--- config.mk ---
export PLATFORM = sky130hd
export DESIGN_NAME = gpio_and_clock_out_regs
export DESIGN_NICKNAME = d
export VERILOG_FILES = /design/src/core/gpio_clk_pkg.sv /design/src/core/gpio_and_clock_out_regs.sv
export SDC_FILE = /design/constraint.sdc
export NUM_CORES = 1
export LEC_CHECK = 0
export ABC_AREA = 1
export BUFFER_PORTS_ARGS = -buffer_cell sky130_fd_sc_hd__buf_4
export CAP_MARGIN = 20
export CORE_UTILIZATION = 39
export DETAILED_ROUTE_END_ITERATION = 7
export GPL_ROUTABILITY_DRIVEN = 0
export HOLD_SLACK_MARGIN = 0.03
export SETUP_SLACK_MARGIN = 0.1
export SLEW_MARGIN = 5
export SYNTH_ARGS = -nofsm -noshare
export SYNTH_HDL_FRONTEND = slang
export SYNTH_SLANG_ARGS = --single-unit
--- constraint.sdc ---
create_clock -name core_clk -period 2 [get_ports core_clk]
set_input_delay 0.3 -clock core_clk [delete_from_list [all_inputs] [get_ports core_clk]]
set_output_delay 0.3 -clock core_clk [all_outputs]
set_load 0.01 [all_outputs]
--- src/core/gpio_clk_pkg.sv ---
`default_nettype none
package gpio_clk_pkg;
  // register byte offsets
  localparam logic [7:0] OFS_DRIVE = 8'h65;
  localparam logic [7:0] OFS_DIR = 8'h66;
  localparam logic [7:0] OFS_PINS = 8'h67;
  localparam logic [7:0] OFS_CLKGATE = 8'h68;
  localparam logic [7:0] OFS_CAUSE = 8'h6a;
  localparam logic [7:0] OFS_CAUSE_MASK = 8'h6b;
  // reset values
  localparam logic [7:0] RST_DRIVE = 8'h00;
  localparam logic [7:0] RST_DIR = 8'h00;
  localparam logic [15:0] RST_CLKGATE = 16'h0000;
  localparam logic [7:0] RST_CAUSE = 8'h00;
  localparam logic [7:0] RST_CAUSE_MASK = 8'h00;
  // field positions
  localparam int HIGH_LSB = 4;
  localparam int LOW_LSB = 0;
  localparam int CAUSE_LSB = 1;
  localparam int PAIR_OUTPUTS = 4;
  localparam logic [15:0] CLKGATE_WMASK = 16'h3fff;
  localparam logic [1:0] PAIR_OFF = 2'h3;
endpackage
`default_nettype wire

--- src/core/gpio_and_clock_out_regs.sv ---
// Strobed register access was chosen for this implementation.
`default_nettype none
// Contract
// - both drive bits set: terminal goes low
// - input terminals stay undriven
// - drive bits 7..4 set terminals high
// - drive bits 3..0 set terminals low
// - reset: all terminals inputs, registers zero
// - both direction bits set: terminal is input
// - direction bits 7..4 make terminals outputs
// - direction bits 3..0 make terminals inputs
// - pin state read returns levels in 7..4
// - pin state low nibble reads zero
// - clock gating bits 15..14 read zero
// - bits 13..8 hold outputs 9..4 high
// - two-bit field 11 holds outputs 3..0 high
// - clock gating resets to zero, all run
// - cause register: bits 6..1 write-one-to-clear, reset zero
// - cause bits 6..1 map six error events
module gpio_and_clock_out_regs
  import gpio_clk_pkg::*;
(
  input wire logic core_clk,
  input wire logic rstn,
  input wire logic [7:0] reg_addr,
  input wire logic [15:0] reg_wdata,
  input wire logic reg_wr,
  input wire logic reg_rd,
  output logic [15:0] reg_rdata,
  input wire logic general_io_pin_0_in,
  output logic general_io_pin_0_out,
  output logic general_io_pin_0_oe,
  input wire logic general_io_pin_1_in,
  output logic general_io_pin_1_out,
  output logic general_io_pin_1_oe,
  input wire logic general_io_pin_2_in,
  output logic general_io_pin_2_out,
  output logic general_io_pin_2_oe,
  input wire logic general_io_pin_3_in,
  output logic general_io_pin_3_out,
  output logic general_io_pin_3_oe,
  output logic sec_clock_output_0,
  output logic sec_clock_output_1,
  output logic sec_clock_output_2,
  output logic sec_clock_output_3,
  output logic sec_clock_output_4,
  output logic sec_clock_output_5,
  output logic sec_clock_output_6,
  output logic sec_clock_output_7,
  output logic sec_clock_output_8,
  output logic sec_clock_output_9,
  input wire logic dread_timeout_evt,
  input wire logic dwrite_timeout_evt,
  input wire logic pw_master_abort_evt,
  input wire logic pw_target_abort_evt,
  input wire logic pw_timeout_evt,
  input wire logic pw_parity_evt,
  output logic irq
);

  typedef struct packed {
    logic [7:0] drive;
    logic [7:0] dir;
    logic [3:0] level;
    logic [3:0] is_out;
    logic [3:0] sync1;
    logic [3:0] sync2;
    logic [3:0] sync3;
    logic [3:0] pin_state;
    logic [15:0] clkgate;
    logic [7:0] cause;
    logic [7:0] cause_mask;
    logic [15:0] rdata;
    logic phase;
    logic [9:0] clk_out;
    logic [3:0] pin_out;
    logic [3:0] pin_oe;
    logic irq;
  } state_s;

  state_s st;
  state_s next_st;
  logic [3:0] pins_in;
  logic [5:0] events;

  // a write or read aimed at one offset
  function automatic logic wr_hit(input logic wr, input logic [7:0] a, input logic [7:0] ofs);
    return wr && (a == ofs);
  endfunction

  // decides whether clock output n is stopped
  function automatic logic clk_stopped(input logic [15:0] g, input int n);
    logic res;
    res = 1'b0;
    if (n < PAIR_OUTPUTS) begin
      res = (g[2*n +: 2] == PAIR_OFF);
    end else begin
      res = g[n + PAIR_OUTPUTS];
    end
    return res;
  endfunction

  assign pins_in = {general_io_pin_3_in, general_io_pin_2_in, general_io_pin_1_in,
                    general_io_pin_0_in};
  // cause bit 6 first, bit 1 last
  assign events = {dread_timeout_evt, dwrite_timeout_evt, pw_master_abort_evt,
                   pw_target_abort_evt, pw_timeout_evt, pw_parity_evt};

  // next-state logic for the whole block
  always_comb begin
    logic [3:0] hi;
    logic [3:0] lo;
    logic [3:0] oe_set;
    logic [3:0] ie_set;
    logic [7:0] cause_clr;
    hi = '0;
    lo = '0;
    oe_set = '0;
    ie_set = '0;
    cause_clr = '0;
    next_st = st;

    // register writes; drive and direction stored as written so reads echo them
    if (wr_hit(reg_wr, reg_addr, OFS_DRIVE)) begin
      next_st.drive = reg_wdata[7:0];
      hi = reg_wdata[HIGH_LSB +: 4];
      lo = reg_wdata[LOW_LSB +: 4];
    end else if (wr_hit(reg_wr, reg_addr, OFS_DIR)) begin
      next_st.dir = reg_wdata[7:0];
      oe_set = reg_wdata[HIGH_LSB +: 4];
      ie_set = reg_wdata[LOW_LSB +: 4];
    end else if (wr_hit(reg_wr, reg_addr, OFS_CLKGATE)) begin
      next_st.clkgate = reg_wdata & CLKGATE_WMASK;
    end else if (wr_hit(reg_wr, reg_addr, OFS_CAUSE)) begin
      cause_clr = reg_wdata[7:0];
    end else if (wr_hit(reg_wr, reg_addr, OFS_CAUSE_MASK)) begin
      next_st.cause_mask = {1'b0, reg_wdata[6:1], 1'b0};
    end

    // a zero bit leaves the latched level alone; low overrides high
    next_st.level = (st.level | hi) & ~lo;
    // same for direction; input overrides output
    next_st.is_out = (st.is_out | oe_set) & ~ie_set;

    // pin drive derived from next values so it follows the write by one edge
    next_st.pin_oe = next_st.is_out;
    next_st.pin_out = next_st.level & next_st.is_out;

    // three-stage sampling; accept a change once stages two and three agree
    next_st.sync1 = pins_in;
    next_st.sync2 = st.sync1;
    next_st.sync3 = st.sync2;
    for (int i = 0; i < 4; i++) begin
      if (st.sync2[i] == st.sync3[i]) begin
        next_st.pin_state[i] = st.sync3[i];
      end
    end

    // sticky causes: a same-cycle event beats the clear
    next_st.cause = ((st.cause & ~cause_clr) | {1'b0, events, 1'b0})
                    & {1'b0, 6'h3f, 1'b0};
    next_st.irq = |(next_st.cause & next_st.cause_mask);

    // secondary clocks: half core rate, stopped outputs parked high
    next_st.phase = ~st.phase;
    for (int n = 0; n < 10; n++) begin
      next_st.clk_out[n] = clk_stopped(next_st.clkgate, n) ? 1'b1 : next_st.phase;
    end

    // read data valid only in the cycle after the strobe
    next_st.rdata = '0;
    if (reg_rd) begin
      if (reg_addr == OFS_DRIVE) begin
        next_st.rdata = {8'h00, st.drive};
      end else if (reg_addr == OFS_DIR) begin
        next_st.rdata = {8'h00, st.dir};
      end else if (reg_addr == OFS_PINS) begin
        next_st.rdata = {8'h00, st.pin_state, 4'h0};
      end else if (reg_addr == OFS_CLKGATE) begin
        next_st.rdata = st.clkgate & CLKGATE_WMASK;
      end else if (reg_addr == OFS_CAUSE) begin
        next_st.rdata = {8'h00, st.cause};
      end else if (reg_addr == OFS_CAUSE_MASK) begin
        next_st.rdata = {8'h00, st.cause_mask};
      end
    end
  end

  // single state register; reset leaves every terminal an input
  always_ff @(posedge core_clk) begin
    if (!rstn) begin
      st <= '0;
      st.drive <= RST_DRIVE;
      st.dir <= RST_DIR;
      st.clkgate <= RST_CLKGATE;
      st.cause <= RST_CAUSE;
      st.cause_mask <= RST_CAUSE_MASK;
    end else begin
      st <= next_st;
    end
  end

  // outputs are flop bits
  assign reg_rdata = st.rdata;
  assign irq = st.irq;
  assign general_io_pin_0_out = st.pin_out[0];
  assign general_io_pin_1_out = st.pin_out[1];
  assign general_io_pin_2_out = st.pin_out[2];
  assign general_io_pin_3_out = st.pin_out[3];
  assign general_io_pin_0_oe = st.pin_oe[0];
  assign general_io_pin_1_oe = st.pin_oe[1];
  assign general_io_pin_2_oe = st.pin_oe[2];
  assign general_io_pin_3_oe = st.pin_oe[3];
  assign sec_clock_output_0 = st.clk_out[0];
  assign sec_clock_output_1 = st.clk_out[1];
  assign sec_clock_output_2 = st.clk_out[2];
  assign sec_clock_output_3 = st.clk_out[3];
  assign sec_clock_output_4 = st.clk_out[4];
  assign sec_clock_output_5 = st.clk_out[5];
  assign sec_clock_output_6 = st.clk_out[6];
  assign sec_clock_output_7 = st.clk_out[7];
  assign sec_clock_output_8 = st.clk_out[8];
  assign sec_clock_output_9 = st.clk_out[9];

  // checks on the pins, reset state, clock gating, causes and register echo
  property p_low_wins;
    @(posedge core_clk) disable iff (!rstn)
      wr_hit(reg_wr, reg_addr, OFS_DRIVE) && reg_wdata[4] && reg_wdata[0]
      |=> !general_io_pin_0_out;
  endproperty
  a_low_wins: assert property (p_low_wins) else $error("low drive did not win");

  property p_input_undriven;
    @(posedge core_clk) disable iff (!rstn)
      wr_hit(reg_wr, reg_addr, OFS_DIR) && reg_wdata[1]
      |=> !general_io_pin_1_oe && !general_io_pin_1_out;
  endproperty
  a_input_undriven: assert property (p_input_undriven) else $error("input driven");

  property p_drive_high;
    @(posedge core_clk) disable iff (!rstn)
      wr_hit(reg_wr, reg_addr, OFS_DRIVE) && reg_wdata[7] && !reg_wdata[3]
      && general_io_pin_3_oe && !reg_rd ##1 !reg_wr[*2] |-> general_io_pin_3_out;
  endproperty
  a_drive_high: assert property (p_drive_high) else $error("pin 3 not driven high");

  property p_drive_low;
    @(posedge core_clk) disable iff (!rstn)
      wr_hit(reg_wr, reg_addr, OFS_DRIVE) && reg_wdata[3] |=> !general_io_pin_3_out;
  endproperty
  a_drive_low: assert property (p_drive_low) else $error("pin 3 not driven low");

  property p_reset_inputs;
    @(posedge core_clk) !rstn |=> st.pin_oe == 4'h0 && st.dir == RST_DIR
      && st.drive == RST_DRIVE && st.clkgate == RST_CLKGATE;
  endproperty
  a_reset_inputs: assert property (p_reset_inputs) else $error("bad reset state");

  property p_dir_both;
    @(posedge core_clk) disable iff (!rstn)
      wr_hit(reg_wr, reg_addr, OFS_DIR) && reg_wdata[4] && reg_wdata[0]
      |=> !general_io_pin_0_oe;
  endproperty
  a_dir_both: assert property (p_dir_both) else $error("input enable did not win");

  property p_dir_out;
    @(posedge core_clk) disable iff (!rstn)
      wr_hit(reg_wr, reg_addr, OFS_DIR) && reg_wdata[4] && !reg_wdata[0]
      |=> general_io_pin_0_oe [*1] ##1 (general_io_pin_0_oe || $past(reg_wr));
  endproperty
  a_dir_out: assert property (p_dir_out) else $error("pin 0 not an output");

  property p_pin_read;
    @(posedge core_clk) disable iff (!rstn)
      reg_rd && reg_addr == OFS_PINS
      |=> reg_rdata[3:0] == 4'h0 && reg_rdata[15:8] == 8'h00
      && reg_rdata[7:4] == $past(st.pin_state);
  endproperty
  a_pin_read: assert property (p_pin_read) else $error("pin state read wrong");

  property p_clk_read;
    @(posedge core_clk) disable iff (!rstn)
      reg_rd && reg_addr == OFS_CLKGATE |=> reg_rdata[15:14] == 2'h0;
  endproperty
  a_clk_read: assert property (p_clk_read) else $error("reserved clock bits set");

  property p_single_stop;
    @(posedge core_clk) disable iff (!rstn)
      st.clkgate[8] && $stable(st.clkgate) |-> sec_clock_output_4;
  endproperty
  a_single_stop: assert property (p_single_stop) else $error("output 4 not held high");

  property p_pair_run;
    @(posedge core_clk) disable iff (!rstn)
      $past(rstn) && st.clkgate[1:0] != PAIR_OFF && $past(st.clkgate[1:0]) != PAIR_OFF
      |-> sec_clock_output_0 != $past(sec_clock_output_0);
  endproperty
  a_pair_run: assert property (p_pair_run) else $error("output 0 not toggling");

  property p_set_wins;
    @(posedge core_clk) disable iff (!rstn)
      pw_parity_evt && wr_hit(reg_wr, reg_addr, OFS_CAUSE) && reg_wdata[1]
      |=> st.cause[1] && !st.cause[0] && !st.cause[7];
  endproperty
  a_set_wins: assert property (p_set_wins) else $error("cause event lost");

  property p_cause_sticky;
    @(posedge core_clk) disable iff (!rstn)
      st.cause[6] && !wr_hit(reg_wr, reg_addr, OFS_CAUSE) |=> st.cause[6];
  endproperty
  a_cause_sticky: assert property (p_cause_sticky) else $error("cause bit dropped");

  property p_echo;
    @(posedge core_clk) disable iff (!rstn)
      wr_hit(reg_wr, reg_addr, OFS_DRIVE) ##1 (reg_rd && reg_addr == OFS_DRIVE && !reg_wr)
      |=> reg_rdata[7:0] == $past(reg_wdata[7:0], 2);
  endproperty
  a_echo: assert property (p_echo) else $error("drive register echo wrong");

  // checks on the clock outputs; the running check skips the first edge after reset
  // because the outputs leave reset low and only start toggling then
  property p_pair_stop;
    @(posedge core_clk) disable iff (!rstn)
      st.clkgate[7:6] == PAIR_OFF |-> sec_clock_output_3;
  endproperty
  a_pair_stop: assert property (p_pair_stop) else $error("output 3 not held");

  property p_single_run;
    @(posedge core_clk) disable iff (!rstn)
      $past(rstn) && !st.clkgate[13] && !$past(st.clkgate[13])
      |-> sec_clock_output_9 != $past(sec_clock_output_9);
  endproperty
  a_single_run: assert property (p_single_run) else $error("output 9 stuck");

  // checks on the cause register, the interrupt and the read port
  property p_cause_rsvd;
    @(posedge core_clk) disable iff (!rstn)
      !st.cause[7] && !st.cause[0];
  endproperty
  a_cause_rsvd: assert property (p_cause_rsvd) else $error("reserved bit set");

  property p_event_sets;
    @(posedge core_clk) disable iff (!rstn)
      |events |=> (st.cause[6:1] & $past(events)) == $past(events);
  endproperty
  a_event_sets: assert property (p_event_sets) else $error("cause not set");

  property p_cause_clear;
    @(posedge core_clk) disable iff (!rstn)
      wr_hit(reg_wr, reg_addr, OFS_CAUSE) && reg_wdata[6] && !dread_timeout_evt
      |=> !st.cause[6];
  endproperty
  a_cause_clear: assert property (p_cause_clear) else $error("cause not cleared");

  // a mask write in the same cycle may legally hide the event
  property p_irq_raise;
    @(posedge core_clk) disable iff (!rstn)
      |(events & st.cause_mask[6:1]) && !wr_hit(reg_wr, reg_addr, OFS_CAUSE_MASK)
      |=> irq;
  endproperty
  a_irq_raise: assert property (p_irq_raise) else $error("irq not raised");

  property p_rdata_idle;
    @(posedge core_clk) disable iff (!rstn)
      !reg_rd |=> reg_rdata == 16'h0000;
  endproperty
  a_rdata_idle: assert property (p_rdata_idle) else $error("read data not zero");

  // main scenarios
  c_pin_output: cover property (@(posedge core_clk) disable iff (!rstn)
    general_io_pin_2_oe && general_io_pin_2_out);
  c_clk_stopped: cover property (@(posedge core_clk) disable iff (!rstn)
    st.clkgate[7:6] == PAIR_OFF);
  c_irq: cover property (@(posedge core_clk) disable iff (!rstn) irq);
  c_set_clear: cover property (@(posedge core_clk) disable iff (!rstn)
    dread_timeout_evt && wr_hit(reg_wr, reg_addr, OFS_CAUSE));
  c_echo: cover property (@(posedge core_clk) disable iff (!rstn)
    wr_hit(reg_wr, reg_addr, OFS_DRIVE) ##1 (reg_rd && reg_addr == OFS_DRIVE));

endmodule
`default_nettype wire

==> flow_summary_export.csv <==
group,metric,value,unit
run_status,status,"finished, final reports clean",
setup_path,path_class,"input pin to register",
synthesis,ys_seq_area_frac,0.511,
cts,cts_tree,"done",
die,io_pins,73,
final_layout,final_area,4480,µm²
synthesis,ys_warn_count,0,
route,wl_per_cell,12.1,µm
timing,setup_tns,0,ns
cts,cts_htree_levels,3,
setup_path,worstPathRequired,2.23,ns
power,leakage,1.98,nW
route,ant_nets,0,
route,drt_wl_total,8.27,mm
synthesis,synthArstFlopShare,0,
final_layout,area_delta_synth_final,19.2,%
cts,clk_path_buf_depth,2,
synthesis,ys_top_cells_by_area,"dfxtp_1 (51%), nand2_1 (13%), inv_1 (6.7%)",
final_layout,largest-register,"st",
grt,antenna_found_initial,0,
cts,clockRootBuffer,"clkbuf_8",
die,initial_core_util,0.405,
setup_path,crit_top_cell,"nand2_1",
placement,portBuffers,68,
cts,clkTransAtPathRegs,0.10,ns
setup_path,worstSetupEndpointType,"register",
placement,place_area,4280,µm²
cts,cts_buffers,9,
timing,rsz0062_at_grt,"no",
timing,whs,0.117,ns
power,combPwrFrac,0.062,
setup_path,worstPathCellList,"buf_4, inv_1, nand2_1, nor2_2, buf_4, nand2_1, nor2_1, nand2_1, nand2_1, nand2_1, nand2_1, nand2_1, inv_1, a21oi_1",
cts,clkLatencyLatePin,0.36,ns
grt,grt_usage,0.176,
synthesis,synth_enable_flop_cells,0,
die,die_height,100,µm
setup_path,cp-start-kind,"input pin",
timing,fin_crit_sh,0.729,
timing,setup_viol,0,
die,die_area,10000,µm²
die,die_w,100,µm
power,switching_power,0.800,mW
synthesis,synth_top_cell_by_area,"dfxtp_1",
worst_hold_path,worst_hold_path_type,"input pin to register",
power,p_clk_frac,0.364,
placement,place_hpwl,6.09,mm
power,p_sw_frac,0.234,
setup_path,crit_fanout,16,
timing,hold_viol,0,
setup_path,worst_ep_arrival_time,1.69,ns
worst_hold_path,hold_depth,3,
grt,grt_pass1_wl,13.7,mm
synthesis,yosysTopAreaCellShare,0.511,
synthesis,synth.distinct_cells,27,
synthesis,yosys_most_used_dff,"dfxtp_1",
power,total_power,3.42,mW
die,rows,35,
power,power.density,763,nW/µm²
cts,cts-resized-gates,0,
power,p_int,2.62,mW
synthesis,synthTopCellsByCount,"nand2_1 (132), dfxtp_1 (96), inv_1 (67)",
final_layout,diodes,0,
flow_run,maxCapViolCount,0,
route,via_per_inst,4.54,
final_layout,drive_gt1_frac,0.218,
setup_path,cpMaxStageDelayCell,"buf_4",
synthesis,synth-seq-cells,96,
route,drt-pass1-iter-count,4,
synthesis,syn_area_per_cell,7.60,µm²
synthesis,synth.most_common_cell,"nand2_1",
grt,first_global_vias,2800,
final_layout,largest_register_ffs,55,
setup_path,max_stage_delay,0.27,ns
grt,grt-ovfl-total,0,
final_layout,nets,589,
power,seq_power_share,0.573,
synthesis,netlist_area,3760,µm²
power,ir_drop,0.000395,V
timing,clock.fmax,0.686,GHz
die,core,9280,µm²
grt,grt_max_degree,42,
synthesis,netlist_instances,495,
route,drtIter0Drc,190,
cts,cts_setup_buffers,0,
cts,ctsHoldBuffers,0,
setup_path,ff2ff_path_depth,4,
route,via_count,3110,
timing,slew_viol_final,0,
cts,cts.sinks,96,
route,drc_errors,0,
timing,skew,0.0116,ns
timing,fin_crit,1.46,ns
[layer usage]
| layer | wire length (µm) | GRT usage | share of wire | up-vias |
|---|---|---|---|---|
| li1 | - | - | - | 1627 |
| met1 | 4180 | 0.249 | 0.51 | 1390 |
| met2 | 3610 | 0.268 | 0.44 | 87 |
| met3 | 400 | 0.0348 | 0.048 | 6 |
| met4 | 80 | 0.0602 | 0.0097 | 0 |
| met5 | 0 | 0 | 0 | - |
[metrics by stage]
stage | setup WS (ns) | util | std cells
5_1_grt | 0.368 | 0.483 | 685
3_5_place_dp | 0.172 | 0.461 | 669
4_1_cts | 0.553 | 0.483 | 685
3_3_place_gp | 0.229 | 0.461 | 669
6_report | 0.543 | 0.483 | 685
2_1_floorplan | 0.599 | - | 496
[cell usage in the layout, fill, tap and decap left out, types with 4 or more instances in the layout]
cell type / instances
o21ai_2: 5
dfxtp_1: 96
nor2_2: 7
a41oi_1: 4
nor3_1: 7
inv_1: 67
nand2_1: 132
nor3_2: 5
clkbuf_8: 9
buf_4: 75
o21ai_0: 9
inv_2: 8
nand4_1: 5
a21oi_1: 37
nor2_1: 38
o21ai_1: 21
nand3_1: 11
[logic make-up after synthesis]
logic type,share of synthesized area
DFF,0.511
buffers and inverters,0.130
and+or+nand+nor,0.242
AOI/OAI and AO/OA,0.115
other,0.000997
[worst max-delay path: cells and delay by family]
kind / cells / cell delay [ns]
buffers and inverters: 4 / 0.46
AOI/OAI and AO/OA: 1 / 0.05
and+or+nand+nor: 9 / 0.88
[final timing paths]
path                                           from           end  slack, ns
worst min-delay path            general_io_pin_2_in   next_st[78]       0.12
worst min register to register               st[19]        st[19]       0.40
worst max register to register               st[41]  reg_rdata[5]       1.03
worst max-delay path                    reg_addr[4]           irq       0.54
[power groups by stage]
stage	sequential, mW	combinational (mW)	clock (mW)
after global routing	1.96	0.238	1.36
after global placement	2.00	0.213	0
after detailed placement	2.00	0.216	0
after floorplan	2.01	0.0957	0
final	1.96	0.213	1.25
after CTS	1.96	0.216	1.28
[final cells by class]
class / count / area [µm²]
clock buffers: 10 / 128
clock inverters: 6 / 70.1
fillers: 947 / 4800
inverters: 76 / 285
multi-input cells: 293 / 1350
flip-flops and latches: 96 / 1920
well taps: 129 / 161
repair buffers: 75 / 563
(Power assumes the default switching activity.)
